==> src/rmcq_pkg.sv <==
// Constants and carrier types for the RT mode-command and interrupt queue control block.
// Assumes a single 25 MHz clock domain and an AHB-Lite register bus.
package rmcq_pkg;

    // Register byte offsets
    localparam logic [7:0] CFG2_OFS = 8'h00;
    localparam logic [7:0] CFG6_OFS = 8'h04;
    localparam logic [7:0] IMR1_OFS = 8'h08;
    localparam logic [7:0] ISR1_OFS = 8'h0c;
    localparam logic [7:0] SRQ_OFS = 8'h10;
    localparam logic [7:0] TTAG_OFS = 8'h14;

    // Field positions
    localparam int SRQ_CLR_BIT = 2;
    localparam int SYNC_ZERO_BIT = 6;
    localparam int EXT_IRQ_BIT = 15;
    localparam int QUEUE_EN_BIT = 6;
    localparam int WRAP_BIT = 6;
    localparam int ADDR_PAR_BIT = 7;
    localparam int MEM_PAR_BIT = 14;

    // Values after reset and fixed values
    localparam logic [15:0] CFG2_RST = 16'h0000;
    localparam logic [15:0] CFG6_RST = 16'h0000;
    localparam logic [15:0] IMR1_RST = 16'h0000;
    localparam logic [15:0] ISR1_RST = 16'h0000;
    localparam logic SRQ_RST = 1'h0;
    localparam logic [15:0] TTAG_ZERO = 16'h0000;
    localparam logic [15:0] TTAG_MAX = 16'hffff;
    localparam logic [15:0] ALL_ONES = 16'hffff;
    localparam logic [15:0] NO_BITS = 16'h0000;
    localparam logic [31:0] RD_ZERO = 32'h0000_0000;

    // AHB-Lite encodings
    localparam logic HRESP_OKAY = 1'h0;

    typedef struct packed {
        logic txVector;
        logic syncNoData;
    } rmcq_mode_cmd_t;

    typedef struct packed {
        logic valid;
        logic [15:0] events;
        logic [15:0] timeTag;
    } rmcq_queue_wr_t;

endpackage

==> src/rt_mode_code_irq_queue_ctl.sv <==
// RT mode-command side effects, non-message interrupts and status queue writes.
// Assumes mode commands, end-of-message start and events come from logic on clk.
//
// Design decisions made here: the AHB-Lite register port and the placing of the registers.
`timescale 1ns/100ps
module rt_mode_code_irq_queue_ctl
    import rmcq_pkg::*;
(
    input wire logic clk,
    input wire logic rst,
    input wire logic hsel,
    input wire logic [31:0] haddr,
    input wire logic [1:0] htrans,
    input wire logic hwrite,
    input wire logic [2:0] hsize,
    input wire logic [31:0] hwdata,
    input wire logic hready,
    output logic hreadyout,
    output logic hresp,
    output logic [31:0] hrdata,
    input wire logic rtMode,
    input wire logic modeCmdValid,
    input wire rmcq_pkg::rmcq_mode_cmd_t modeCmd,
    input wire logic eomStart,
    input wire logic timeTagTick,
    input wire logic terminalAddrParityIrq,
    input wire logic memParityIrq,
    output logic irq,
    output logic srqBit,
    output logic [15:0] timeTag,
    output rmcq_pkg::rmcq_queue_wr_t queueWr
);
    import rmcq_pkg::*;

    logic [15:0] cfg2_reg;
    logic [15:0] cfg6_reg;
    logic [15:0] imr1_reg;
    logic [15:0] isr1_reg;
    logic srq_reg;
    logic [15:0] timeTag_reg;
    logic pendSrq_reg;
    logic pendSync_reg;
    logic wrPend_reg;
    logic [7:0] wrAddr_reg;
    logic [31:0] hrdata_reg;
    rmcq_queue_wr_t queueWr_reg;

    // Bus decode; only whole-word single transfers, so hsize is not decoded
    wire logic addrAccept;
    wire logic rdAccept;
    wire logic [7:0] rdAddr;
    wire logic [15:0] wrData;
    wire logic wrCfg2;
    wire logic wrCfg6;
    wire logic wrImr1;
    wire logic wrSrq;
    wire logic readIsr;

    assign addrAccept = hsel && htrans[1] && hready;
    assign rdAccept = addrAccept && !hwrite;
    assign rdAddr = haddr[7:0];
    assign wrData = hwdata[15:0];
    assign wrCfg2 = wrPend_reg && (wrAddr_reg == CFG2_OFS);
    assign wrCfg6 = wrPend_reg && (wrAddr_reg == CFG6_OFS);
    assign wrImr1 = wrPend_reg && (wrAddr_reg == IMR1_OFS);
    assign wrSrq = wrPend_reg && (wrAddr_reg == SRQ_OFS);
    assign readIsr = rdAccept && (rdAddr == ISR1_OFS);

    // Configuration
    wire logic [15:0] cfg2Next;
    wire logic [15:0] cfg6Next;
    wire logic [15:0] imr1Next;
    wire logic srqClrEn;
    wire logic syncZeroEn;
    wire logic extMode;
    wire logic queueEn;

    assign cfg2Next = wrCfg2 ? wrData : cfg2_reg;
    assign cfg6Next = wrCfg6 ? wrData : cfg6_reg;
    assign imr1Next = wrImr1 ? wrData : imr1_reg;
    assign srqClrEn = cfg2_reg[SRQ_CLR_BIT];
    assign syncZeroEn = cfg2_reg[SYNC_ZERO_BIT];
    assign extMode = cfg2_reg[EXT_IRQ_BIT];
    assign queueEn = cfg6_reg[QUEUE_EN_BIT];

    // Mode commands are held pending until the message done sequence starts
    wire logic cmdSrq;
    wire logic cmdSync;
    wire logic srqClear;
    wire logic syncClear;
    wire logic pendSrqNext;
    wire logic pendSyncNext;

    assign cmdSrq = modeCmdValid && rtMode && modeCmd.txVector && srqClrEn;
    assign cmdSync = modeCmdValid && rtMode && modeCmd.syncNoData && syncZeroEn;
    // Clear path never looks at queue activity, so a late queue write cannot mask it
    assign srqClear = eomStart && pendSrq_reg;
    assign syncClear = eomStart && pendSync_reg;
    assign pendSrqNext = cmdSrq || (pendSrq_reg && !eomStart);
    assign pendSyncNext = cmdSync || (pendSync_reg && !eomStart);

    // Service request bit: software sets, the mode command clears with priority
    wire logic srqNext;
    assign srqNext = srqClear ? 1'h0 : (wrSrq ? wrData[0] : srq_reg);

    // Time tag counter
    wire logic ttWrap;
    wire logic [15:0] timeTagNext;
    assign ttWrap = timeTagTick && !syncClear && (timeTag_reg == TTAG_MAX);
    assign timeTagNext = syncClear ? TTAG_ZERO
        : (timeTagTick ? timeTag_reg + 16'h0001 : timeTag_reg);

    // Non-message interrupt events
    wire logic [15:0] nmiBits;
    wire logic [15:0] evtVec;
    wire logic [15:0] enabledEvt;
    wire logic [15:0] recMask;
    wire logic [15:0] isr1Next;
    wire logic queueFire;

    assign nmiBits = (16'(1'h1) << WRAP_BIT) | (16'(1'h1) << ADDR_PAR_BIT)
        | (16'(1'h1) << MEM_PAR_BIT);
    assign evtVec = (16'(ttWrap) << WRAP_BIT)
        | (16'(terminalAddrParityIrq) << ADDR_PAR_BIT)
        | (16'(memParityIrq) << MEM_PAR_BIT);
    assign enabledEvt = evtVec & imr1_reg & nmiBits;
    // Extended mode lets software poll events whose mask is off
    assign recMask = extMode ? ALL_ONES : imr1_reg;
    // A new event beats the read clear so it is never lost
    assign isr1Next = (isr1_reg & ~(readIsr ? ALL_ONES : NO_BITS))
        | (evtVec & recMask);
    assign queueFire = queueEn && (enabledEvt != NO_BITS);

    // Read data is taken from next values so a read right after a write sees it
    logic [31:0] rdNext;
    always_comb begin
        rdNext = RD_ZERO;
        if (!rdAccept) begin
            rdNext = hrdata_reg;
        end else if (rdAddr == CFG2_OFS) begin
            rdNext = {16'h0000, cfg2Next};
        end else if (rdAddr == CFG6_OFS) begin
            rdNext = {16'h0000, cfg6Next};
        end else if (rdAddr == IMR1_OFS) begin
            rdNext = {16'h0000, imr1Next};
        end else if (rdAddr == ISR1_OFS) begin
            rdNext = {16'h0000, isr1_reg | (evtVec & recMask)};
        end else if (rdAddr == SRQ_OFS) begin
            rdNext = {31'h0000_0000, srqNext};
        end else if (rdAddr == TTAG_OFS) begin
            rdNext = {16'h0000, timeTagNext};
        end
    end

    always_ff @(posedge clk) begin
        if (rst) begin
            wrPend_reg <= 1'h0;
            wrAddr_reg <= 8'h00;
            hrdata_reg <= RD_ZERO;
        end else begin
            wrPend_reg <= addrAccept && hwrite;
            wrAddr_reg <= addrAccept ? rdAddr : wrAddr_reg;
            hrdata_reg <= rdNext;
        end
    end

    always_ff @(posedge clk) begin
        if (rst) begin
            cfg2_reg <= CFG2_RST;
            cfg6_reg <= CFG6_RST;
            imr1_reg <= IMR1_RST;
            isr1_reg <= ISR1_RST;
        end else begin
            cfg2_reg <= cfg2Next;
            cfg6_reg <= cfg6Next;
            imr1_reg <= imr1Next;
            isr1_reg <= isr1Next;
        end
    end

    always_ff @(posedge clk) begin
        if (rst) begin
            srq_reg <= SRQ_RST;
            timeTag_reg <= TTAG_ZERO;
            pendSrq_reg <= 1'h0;
            pendSync_reg <= 1'h0;
        end else begin
            srq_reg <= srqNext;
            timeTag_reg <= timeTagNext;
            pendSrq_reg <= pendSrqNext;
            pendSync_reg <= pendSyncNext;
        end
    end

    always_ff @(posedge clk) begin
        if (rst) begin
            queueWr_reg <= '0;
        end else begin
            queueWr_reg.valid <= queueFire;
            queueWr_reg.events <= enabledEvt;
            queueWr_reg.timeTag <= timeTag_reg;
        end
    end

    assign hreadyout = 1'h1;
    assign hresp = HRESP_OKAY;
    assign hrdata = hrdata_reg;
    assign irq = (isr1_reg & imr1_reg & nmiBits) != NO_BITS;
    assign srqBit = srq_reg;
    assign timeTag = timeTag_reg;
    assign queueWr = queueWr_reg;
endmodule // rt_mode_code_irq_queue_ctl

==> config.mk <==
export PLATFORM = sky130hd
export DESIGN_NAME = rt_mode_code_irq_queue_ctl
export DESIGN_NICKNAME = d
export VERILOG_FILES = /design/src/rmcq_pkg.sv /design/src/rt_mode_code_irq_queue_ctl.sv
export SDC_FILE = /design/constraint.sdc
export NUM_CORES = 1
export LEC_CHECK = 0
export BUFFER_PORTS_ARGS = -buffer_cell sky130_fd_sc_hd__buf_2
export CORE_ASPECT_RATIO = 2
export CORE_MARGIN = 8
export CORE_UTILIZATION = 53
export DETAILED_ROUTE_END_ITERATION = 7
export PLACE_DENSITY = 0.81
export SYNTH_ARGS = -nofsm -noshare
export SYNTH_HDL_FRONTEND = slang
export SYNTH_SLANG_ARGS = --single-unit
==> constraint.sdc <==
create_clock -name clk -period 6.55 [get_ports clk]
set_clock_uncertainty 0.05 [all_clocks]
set_input_delay 0.9825 -clock clk [delete_from_list [all_inputs] [get_ports clk]]
set_output_delay 0.9825 -clock clk [all_outputs]
set_load 0.03 [all_outputs]
**Word level (Yosys, flattened, before mapping)**

Cells that the tools add are included.

- Register bits: 157
- Latch bits: 0
- Bits in writable memories: 0
- ROM bits: 0
- Bits of input ports: 82
- Output and inout bits: 85
- Memories kept: 0

- Add/sub/neg operators: 1
- Multipliers: 0
- Div/mod/pow operators: 0
- Magnitude comparators: 0
- Eq/ne operators: 9
- Shift operators: 0
- Multiplexer cells: 15
- Bitwise gates (word level): 9
- Reductions and logical operators: 30

Operator list:

| kind | count |
|---|---|
| $mux 16 | 12 |
| $mux 32 | 1 |
| $or 16x16->16 | 2 |
| $reduce_bool 16->1 | 2 |
| $and 15x15->15 | 2 |
| $eq 8x4->1 const B | 3 |
| $eq 8x5->1 const B | 3 |
| $logic_and 1x1->1 | 21 |
| $add 16x1->16 const B | 1 |
| $and 15x16->16 | 1 |
| $and 16x16->16 | 1 |
| $eq 16x16->1 const B | 1 |
| $eq 8x3->1 const B | 2 |
| $logic_not 8->1 | 2 |
| $not 16->16 | 1 |
| $or 8x15->15 | 1 |
| $or 7x8->8 | 1 |
| $logic_not 1->1 | 3 |
| $logic_or 1x1->1 | 2 |
| $mux 1 | 2 |

**Longest topological paths before layout**

Gate-level depths: netlist of the first run.

- Depth in word-level cells: 12
- Gate-level depth with buffers: 8
- Depth with buffers taken out: 7

**Worst setup path after synthesis of the first run**

Ideal clock, no wire load.

- Path type: input to register
- Start point: in timeTagTick
- End point: reg hrdata_reg[14], in the netlist hrdata[14]
- Data arrival time: 2.782 ns
- Required time: 6.420 ns
- Setup slack: 3.638 ns
- Stages: 7
- Buffers on the path: 1
- Path through: buf_4 > nand4_2 > or4_4 > or3_1 > a21o_1 > a221o_1 > a211oi_2

- Longest elaborated chain between the ends: 8

Ends and longest elaborated chain:

| item | line | text |
|---|---|---|
| start: declaration | rt_mode_code_irq_queue_ctl.sv:25 | `input wire logic timeTagTick,` |
| $mux 16 | rt_mode_code_irq_queue_ctl.sv:111 | `: (timeTagTick ? timeTag_reg + 16'h0001 : timeTag_reg);` |
| $mux 16 | rt_mode_code_irq_queue_ctl.sv:110 | `assign timeTagNext = syncClear ? TTAG_ZERO` |
| $mux 16 | rt_mode_code_irq_queue_ctl.sv:150 | `end else if (rdAddr == TTAG_OFS) begin` |
| $mux 16 | rt_mode_code_irq_queue_ctl.sv:148 | `end else if (rdAddr == SRQ_OFS) begin` |
| $mux 16 | rt_mode_code_irq_queue_ctl.sv:146 | `end else if (rdAddr == ISR1_OFS) begin` |
| $mux 16 | rt_mode_code_irq_queue_ctl.sv:144 | `end else if (rdAddr == IMR1_OFS) begin` |
| $mux 16 | rt_mode_code_irq_queue_ctl.sv:142 | `end else if (rdAddr == CFG6_OFS) begin` |
| $mux 32 | rt_mode_code_irq_queue_ctl.sv:140 | `end else if (rdAddr == CFG2_OFS) begin` |
| end signal: assignment | rt_mode_code_irq_queue_ctl.sv:163 | `hrdata_reg <= rdNext;` |
| end: declaration | rt_mode_code_irq_queue_ctl.sv:45 | `logic [31:0] hrdata_reg;` |

No other way between the ends.
A chain may end at the register's enable or synchronous reset.

**Worst setup path after layout of the first run**

- Start point: in haddr[7]
- End point: reg hrdata_reg[10], in the netlist hrdata[10]

- Longest elaborated chain between the ends: 7
- Elaborated cells on any way between the ends: 12
- Classes of those cells: eq/ne: 5; mux: 6; reduce/logical: 1

Ends and longest elaborated chain:

| item | line | text |
|---|---|---|
| start: declaration | rt_mode_code_irq_queue_ctl.sv:12 | `input wire logic [31:0] haddr,` |
| $eq 8x5->1 | rt_mode_code_irq_queue_ctl.sv:150 |  |
| $mux 16 | rt_mode_code_irq_queue_ctl.sv:150 |  |
| $mux 16 | rt_mode_code_irq_queue_ctl.sv:148 |  |
| $mux 16 | rt_mode_code_irq_queue_ctl.sv:146 |  |
| $mux 16 | rt_mode_code_irq_queue_ctl.sv:144 |  |
| $mux 16 | rt_mode_code_irq_queue_ctl.sv:142 |  |
| $mux 32 (*) | rt_mode_code_irq_queue_ctl.sv:140 |  |

Mark *: on every way between the ends. The rest lies on a longest branch, timed or not.

==> results of run 1 <==
==> cell type report <==
type                       count  area, um2  share of cell area, %
clock buffer                  22        484                   7.54
clock inverter                 9       83.8                   1.31
inverter                       9       33.8                  0.526
multi-input combinational    443       2590                   40.3
sequential                   128       2560                   39.9
tap                          135        169                   2.63
timing repair buffer          97        500                   7.79
==> path summary, 6_finish.rpt <==
check | from | depth (start not counted) | endpoint
setup / recovery | haddr[7] | 7 | hrdata[10]
hold reg to reg | cfg6_reg[6] | 2 | queueWr[32]
hold / removal | cfg6_reg[6] | 2 | queueWr[32]
setup reg to reg | timeTag[1] | 7 | hrdata[14]
==> logic make-up after synthesis <==
group	Yosys count	synth area share [%]
and+or+nand+nor	245	21.6
DFF	128	47.3
AOI/OAI and AO/OA	102	12.1
buffers and inverters	68	6.97
muxes	51	9.51
xor gates and xnor gates	13	2.10
other	2	0.139
adders and majority gates	1	0.231
==> worst reg2reg max path: cells and delay by family, from the launching register on <==
| kind | cells | cell delay, ns |
|---|---|---|
| and+or+nand+nor | 3 | 1.10 |
| AOI/OAI and AO/OA | 3 | 0.76 |
| adders and majority gates | 1 | 0.24 |
| DFF | 1 | 0.41 |
==> cells in the mapped netlist (all sizes together) (3+ instances only) <==
cell type / n / area [um2]
o21ai: 17 / 85.1
o221ai: 3 / 26.3
a22oi: 6 / 45.0
nand3: 12 / 60.1
buf: 35 / 254
a22o: 4 / 35.0
and3: 7 / 43.8
mux2i: 47 / 470
nor3: 9 / 50.1
mux2: 4 / 45.0
inv: 9 / 33.8
o211ai: 4 / 30.0
xnor2: 11 / 96.3
o22ai: 11 / 68.8
or3: 4 / 25.0
dfxtp: 128 / 2560
nor4: 6 / 37.5
nor2b: 17 / 106
nand4: 11 / 75.1
clkbuf: 24 / 90.1
a21oi: 34 / 170
a211oi: 4 / 35.0
and2: 14 / 87.6
nand2b: 4 / 25.0
nor2: 97 / 364
nand2: 54 / 203
==> power by group through the flow <==
stage | logic, mW | registers (mW) | clock network (mW)
floorplan | 0.0757 | 0.810 | 0
global placement | 0.0945 | 0.805 | 0
detailed placement | 0.0964 | 0.806 | 0
CTS | 0.0972 | 0.789 | 0.900
global route | 0.106 | 0.789 | 0.936
finish | 0.0993 | 0.789 | 0.895
==> metrics by stage <==
stage          std cells  cell area, um2  utilization (%)  hold WS (ns)
6_report             843            6420             64.1         0.389
3_5_place_dp         812            5850             58.4         0.381
2_1_floorplan        639            5530                -         0.355
5_1_grt              843            6420             64.1         0.420
3_3_place_gp         812            5850             58.4         0.379
4_1_cts              843            6420             64.1         0.391
==> metal layers <==
metal	up-vias	global-route usage (%)
met3	42	6.00
met1	2275	21.5
met2	197	38.8
met5	-	0
li1	2236	-
met4	0	13.3
==> impl_metrics.json, run 1 <==
{
  "synth_ff_type": "dfxtp_1",
  "place_hpwl_um": 11100,
  "avgSynthCellArea_um2": 8.88,
  "place_ws_ns": 2.81,
  "hold_path_class": "reg2reg",
  "dieArea_um2": 13900,
  "rrSetupSlack_ns": 3.91,
  "drv_cap": 0,
  "drive_above_1_share_pct": 19.2,
  "first_iter_violations": 358,
  "cts-htree-levels": 4,
  "post-route-period-util_pct": 53.0,
  "core_area_um2": 10000,
  "grt_max_degree": 58,
  "synthArstFlopShare_pct": 0,
  "internal_power_mw": 1.37,
  "power.switching_mw": 0.418,
  "end_kind": "flop",
  "drc": 0,
  "dr_wl_met2_um": 7970,
  "place.gp.congestion": 0.931,
  "timing.fmax_mhz": 288,
  "path_buf_inv": 1,
  "status": "finished, final reports clean",
  "fp.dieH_um": 159,
  "dr_total_vias": 4750,
  "crit_fanout": 6,
  "synthCells": 610,
  "port_buffers": 91,
  "largest_register_ffs": 20,
  "relSlewSlack_pct": 31.8,
  "grt_pass1_vias": 4821,
  "antenna_cells": 0,
  "slowest_delay_ns": 0.86,
  "clk_latency_ns": 0.42,
  "viasPerCell": 5.63,
  "numCtsBuffers": 17,
  "synthToLayoutAreaGrowth_pct": 18.5,
  "cts_sinks": 128,
  "routedWlPerCell_um": 17.9,
  "p_comb_share_pct": 5.6,
  "wl_met1_um": 5450,
  "fin_nets": 779,
  "cts_root_buf": "clkbuf_16",
  "routed-wl-met3_um": 1070,
  "cp-start-kind": "input pin",
  "ctsResizeCount": 0,
  "path_cells": "buf_2 -> nor4_1 -> nand3_1 -> nor3_1 -> a22oi_1 -> a221oi_1 -> nor3_1",
  "fill_cells": 876,
  "crit_slowest_cell": "nor4_1",
  "sequentialPowerShare_pct": 44.2,
  "post_cts_buffers": 0,
  "switching_share_pct": 23.4,
  "die_w_um": 87.5,
  "p_leak_nw": 2.95,
  "tightest_slew_ns": 1.02,
  "hold_buffers": 0,
  "yosysSeqAreaShare_pct": 47.3,
  "finalSetupViolCount": 0,
  "finalHoldViolations": 0,
  "path_class": "in2reg",
  "wirelength_um": 15100,
  "drtPass1Iterations": 5,
  "rows": 52,
  "ys_seq_elements": 128,
  "rsz0062_at_grt": "no",
  "cts_tree": "built",
  "setup_ws_ns": 3.08,
  "power_density_nw_per_um2": 278,
  "ir_drop_v": 0.000289,
  "synth_edf_count": 0,
  "clk_pin_slew_worst_paths_ns": 0.06,
  "drtAntennaViolNets": 0,
  "cp.required_ns": 6.76,
  "p_clk_share_pct": 50.2,
  "finalMaxSlewViolations": 0,
  "layout_min_cycle_time_ns": 3.47,
  "crit_arrival_ns": 3.68,
  "crit_family": "simple AND/OR/NAND/NOR gates",
  "grt_pass1_wl_um": 23700,
  "fin_setup_tns_ns": 0,
  "grt_antenna_before_repair": 0,
  "start_util_pct": 54.1,
  "finalPower_mw": 1.78,
  "synth.distinct_cells": 57,
  "highest_layer": "met4",
  "crit_path_frequent_cell": "nor3_1",
  "ys.warnings.count": 0,
  "ios": 167,
  "clock_path_buffers": 2,
  "grtUsageTotal_pct": 21.9,
  "layout_commonest_cell": "dfxtp_1",
  "gr-total-overflow": 0,
  "final_cell_mix": "dfxtp_1 (128), nor2_1 (97), buf_2 (91)",
  "syn_area_um2": 5420
}
Power figures use the tool's default switching activity.
==> run 2: changes to the inputs <==
--- a/config.mk
+++ b/config.mk
@@ -5,12 +5,13 @@
 export SDC_FILE = /design/constraint.sdc
 export NUM_CORES = 1
 export LEC_CHECK = 0
+export ABC_AREA = 1
 export BUFFER_PORTS_ARGS = -buffer_cell sky130_fd_sc_hd__buf_2
 export CORE_ASPECT_RATIO = 2
 export CORE_MARGIN = 8
 export CORE_UTILIZATION = 53
 export DETAILED_ROUTE_END_ITERATION = 7
-export PLACE_DENSITY = 0.81
+export PLACE_DENSITY = 0.8
 export SYNTH_ARGS = -nofsm -noshare
 export SYNTH_HDL_FRONTEND = slang
 export SYNTH_SLANG_ARGS = --single-unit
==> constraint.sdc (replaced) <==
create_clock -name clk -period 3.5 [get_ports clk]
set_clock_uncertainty 0.05 [all_clocks]
set_input_delay 0.525 -clock clk [delete_from_list [all_inputs] [get_ports clk]]
set_output_delay 0.525 -clock clk [all_outputs]
set_load 0.03 [all_outputs]
==> run 2 against run 1 <==
Non-clock buffer count increased by 1. Total power grew 98%. Largest power group unchanged. Combinational power rose by 87%. Die area grew 10%. Sequential power rose by 88%. Via count increased by 19%. Clock-buffer cell count rose by 1. Final area is 10% higher.
==> impl_metrics.json, run 2 <==
{
  "layout_min_cycle_time_ns": 2.05,
  "status": "finished, final reports clean",
  "p_leak_nw": 3.30,
  "crit_fanout": 21,
  "grt_antenna_before_repair": 0,
  "ys.warnings.count": 0,
  "post-route-util_pct": 63.0,
  "syn_area_um2": 6050,
  "viasPerCell": 5.03,
  "rows": 55,
  "hold_buffers": 0,
  "synth_top_area_cell": "dfxtp_1",
  "fill_cells": 1008,
  "grt_pass1_vias": 5341,
  "wl_met1_um": 5720,
  "cts_root_buf": "clkbuf_16",
  "crit_arrival_ns": 2.34,
  "final_cell_mix": "nand2_1 (237), nor2_1 (148), dfxtp_1 (128)",
  "routedWlPerCell_um": 13.7,
  "path_class": "reg2reg",
  "highest_layer": "met4",
  "dr_total_vias": 5675,
  "finalSetupViolCount": 0,
  "synth_top_area_share_pct": 42.3,
  "core_area_um2": 11200,
  "dieArea_um2": 15300,
  "path_cells": "nor2_4 -> nand3_2 -> nor2_4 -> inv_2 -> o21ai_1 -> nand2_1 -> nand4_1 -> nand2_1 -> a21oi_1",
  "drtAntennaViolNets": 0,
  "port_buffers": 91,
  "wirelength_um": 15500,
  "numCtsBuffers": 17,
  "die_w_um": 91.6,
  "drv_cap": 0,
  "timing.fmax_mhz": 488,
  "dr_wl_met2_um": 8020,
  "antenna_cells": 0,
  "cp-start-kind": "flop",
  "rsz0062_at_grt": "no",
  "place_ws_ns": 1.15,
  "relSlewSlack_pct": 51.3,
  "place.gp.congestion": 0.873,
  "drc": 0,
  "post-route-period-util_pct": 58.5,
  "gr-total-overflow": 0,
  "layout_commonest_cell": "nand2_1",
  "cts_sinks": 128,
  "synth_area_leaders": "dfxtp_1 (42%), nand2_1 (15%), nor2_1 (9.2%)",
  "ios": 167,
  "power_density_nw_per_um2": 499,
  "synthToLayoutAreaGrowth_pct": 16.7,
  "ctsResizeCount": 0,
  "synth_edf_count": 0,
  "end_kind": "flop",
  "grt_pass1_wl_um": 24700,
  "avgSynthCellArea_um2": 6.78,
  "clk_pin_slew_worst_paths_ns": 0.06,
  "fp.dieH_um": 167,
  "largest_register_ffs": 20,
  "setup_ws_ns": 1.45,
  "fin_nets": 1057,
  "yosysSeqAreaShare_pct": 42.3,
  "path_buf_inv": 1,
  "rrSetupSlack_ns": 1.45,
  "place_hpwl_um": 11000,
  "synth_ff_type": "dfxtp_1",
  "drtPass1Iterations": 5,
  "grtUsageTotal_pct": 20.2,
  "tightest_slew_ns": 0.730,
  "synth.most_common_cell": "nand2_1",
  "synth_common_cells": "nand2_1 (237), nor2_1 (148), dfxtp_1 (128)",
  "crit_family": "simple AND/OR/NAND/NOR gates",
  "clk_latency_ns": 0.42,
  "cts-htree-levels": 4,
  "grt_max_degree": 57,
  "clock_path_buffers": 2,
  "synthArstFlopShare_pct": 0,
  "drive_above_1_share_pct": 17.2,
  "hold_path_class": "in2reg",
  "first_iter_violations": 325,
  "finalHoldViolations": 0,
  "post_cts_buffers": 0,
  "slowest_delay_ns": 0.43,
  "cts_tree": "built",
  "cp.required_ns": 3.79,
  "finalMaxSlewViolations": 0,
  "synth.distinct_cells": 39,
  "start_util_pct": 54.0,
  "ys_seq_elements": 128,
  "finalPower_mw": 3.52,
  "synthCells": 893,
  "routed-wl-met3_um": 979,
  "crit_slowest_cell": "nor2_4",
  "ir_drop_v": 0.000374,
  "fin_setup_tns_ns": 0
}
-- run 2: power breakdown --
part / internal [mW] / total, mW / switching, mW
combinational: 0.0415 / 0.186 / 0.144
clock: 1.23 / 1.86 / 0.631
sequential: 1.47 / 1.48 / 0.00842
total: 2.74 / 3.52 / 0.784
-- run 2: path summary, 6_finish.rpt --
kind	cells past startpoint	endpoint	start
min reg2reg	2	isr1_reg[2]	isr1_reg[2]
max	9	hrdata[13]	wrAddr_reg[7]
min	3	wrPend_reg	hwrite
max reg2reg	9	hrdata[13]	wrAddr_reg[7]
-- run 2: cell families after synthesis --
| group | count (synthesis) | synth area share, % |
|---|---|---|
| fa+ha+maj | 1 | 0.207 |
| compound gates | 99 | 9.26 |
| other cells | 2 | 0.124 |
| buf+inv | 183 | 14.3 |
| flops | 128 | 42.3 |
| simple gates | 480 | 33.8 |
-- run 2: metal layers --
| metal | up-vias | global-route usage [%] |
|---|---|---|
| li1 | 2868 | - |
| met1 | 2543 | 20.0 |
| met2 | 216 | 35.3 |
| met3 | 48 | 5.46 |
| met4 | 0 | 13.8 |
| met5 | - | 0 |
-- run 2: worst min-delay path: stages --
cell and delay (ns):
buf_2 0.12, nand2_1 0.06, nor2_1 0.04
-- run 2: stage by stage --
step	std cells	cell area [um2]	hold slack, ns
3_3_place_gp	1097	6430	0.381
2_1_floorplan	922	6160	0.372
5_1_grt	1129	7070	0.330
4_1_cts	1129	7070	0.314
3_5_place_dp	1097	6430	0.384
6_report	1129	7070	0.320
-- run 2: area by class of cell --
| type | count | area (um2) | share of cell area (%) |
|---|---|---|---|
| multi-input cells | 611 | 2740 | 38.7 |
| flip-flops and latches | 128 | 2560 | 36.3 |
| clock buffers | 23 | 508 | 7.19 |
| repair buffers | 98 | 510 | 7.23 |
| inverters | 118 | 443 | 6.27 |
| clock inverters | 9 | 128 | 1.81 |
| well taps | 142 | 178 | 2.51 |
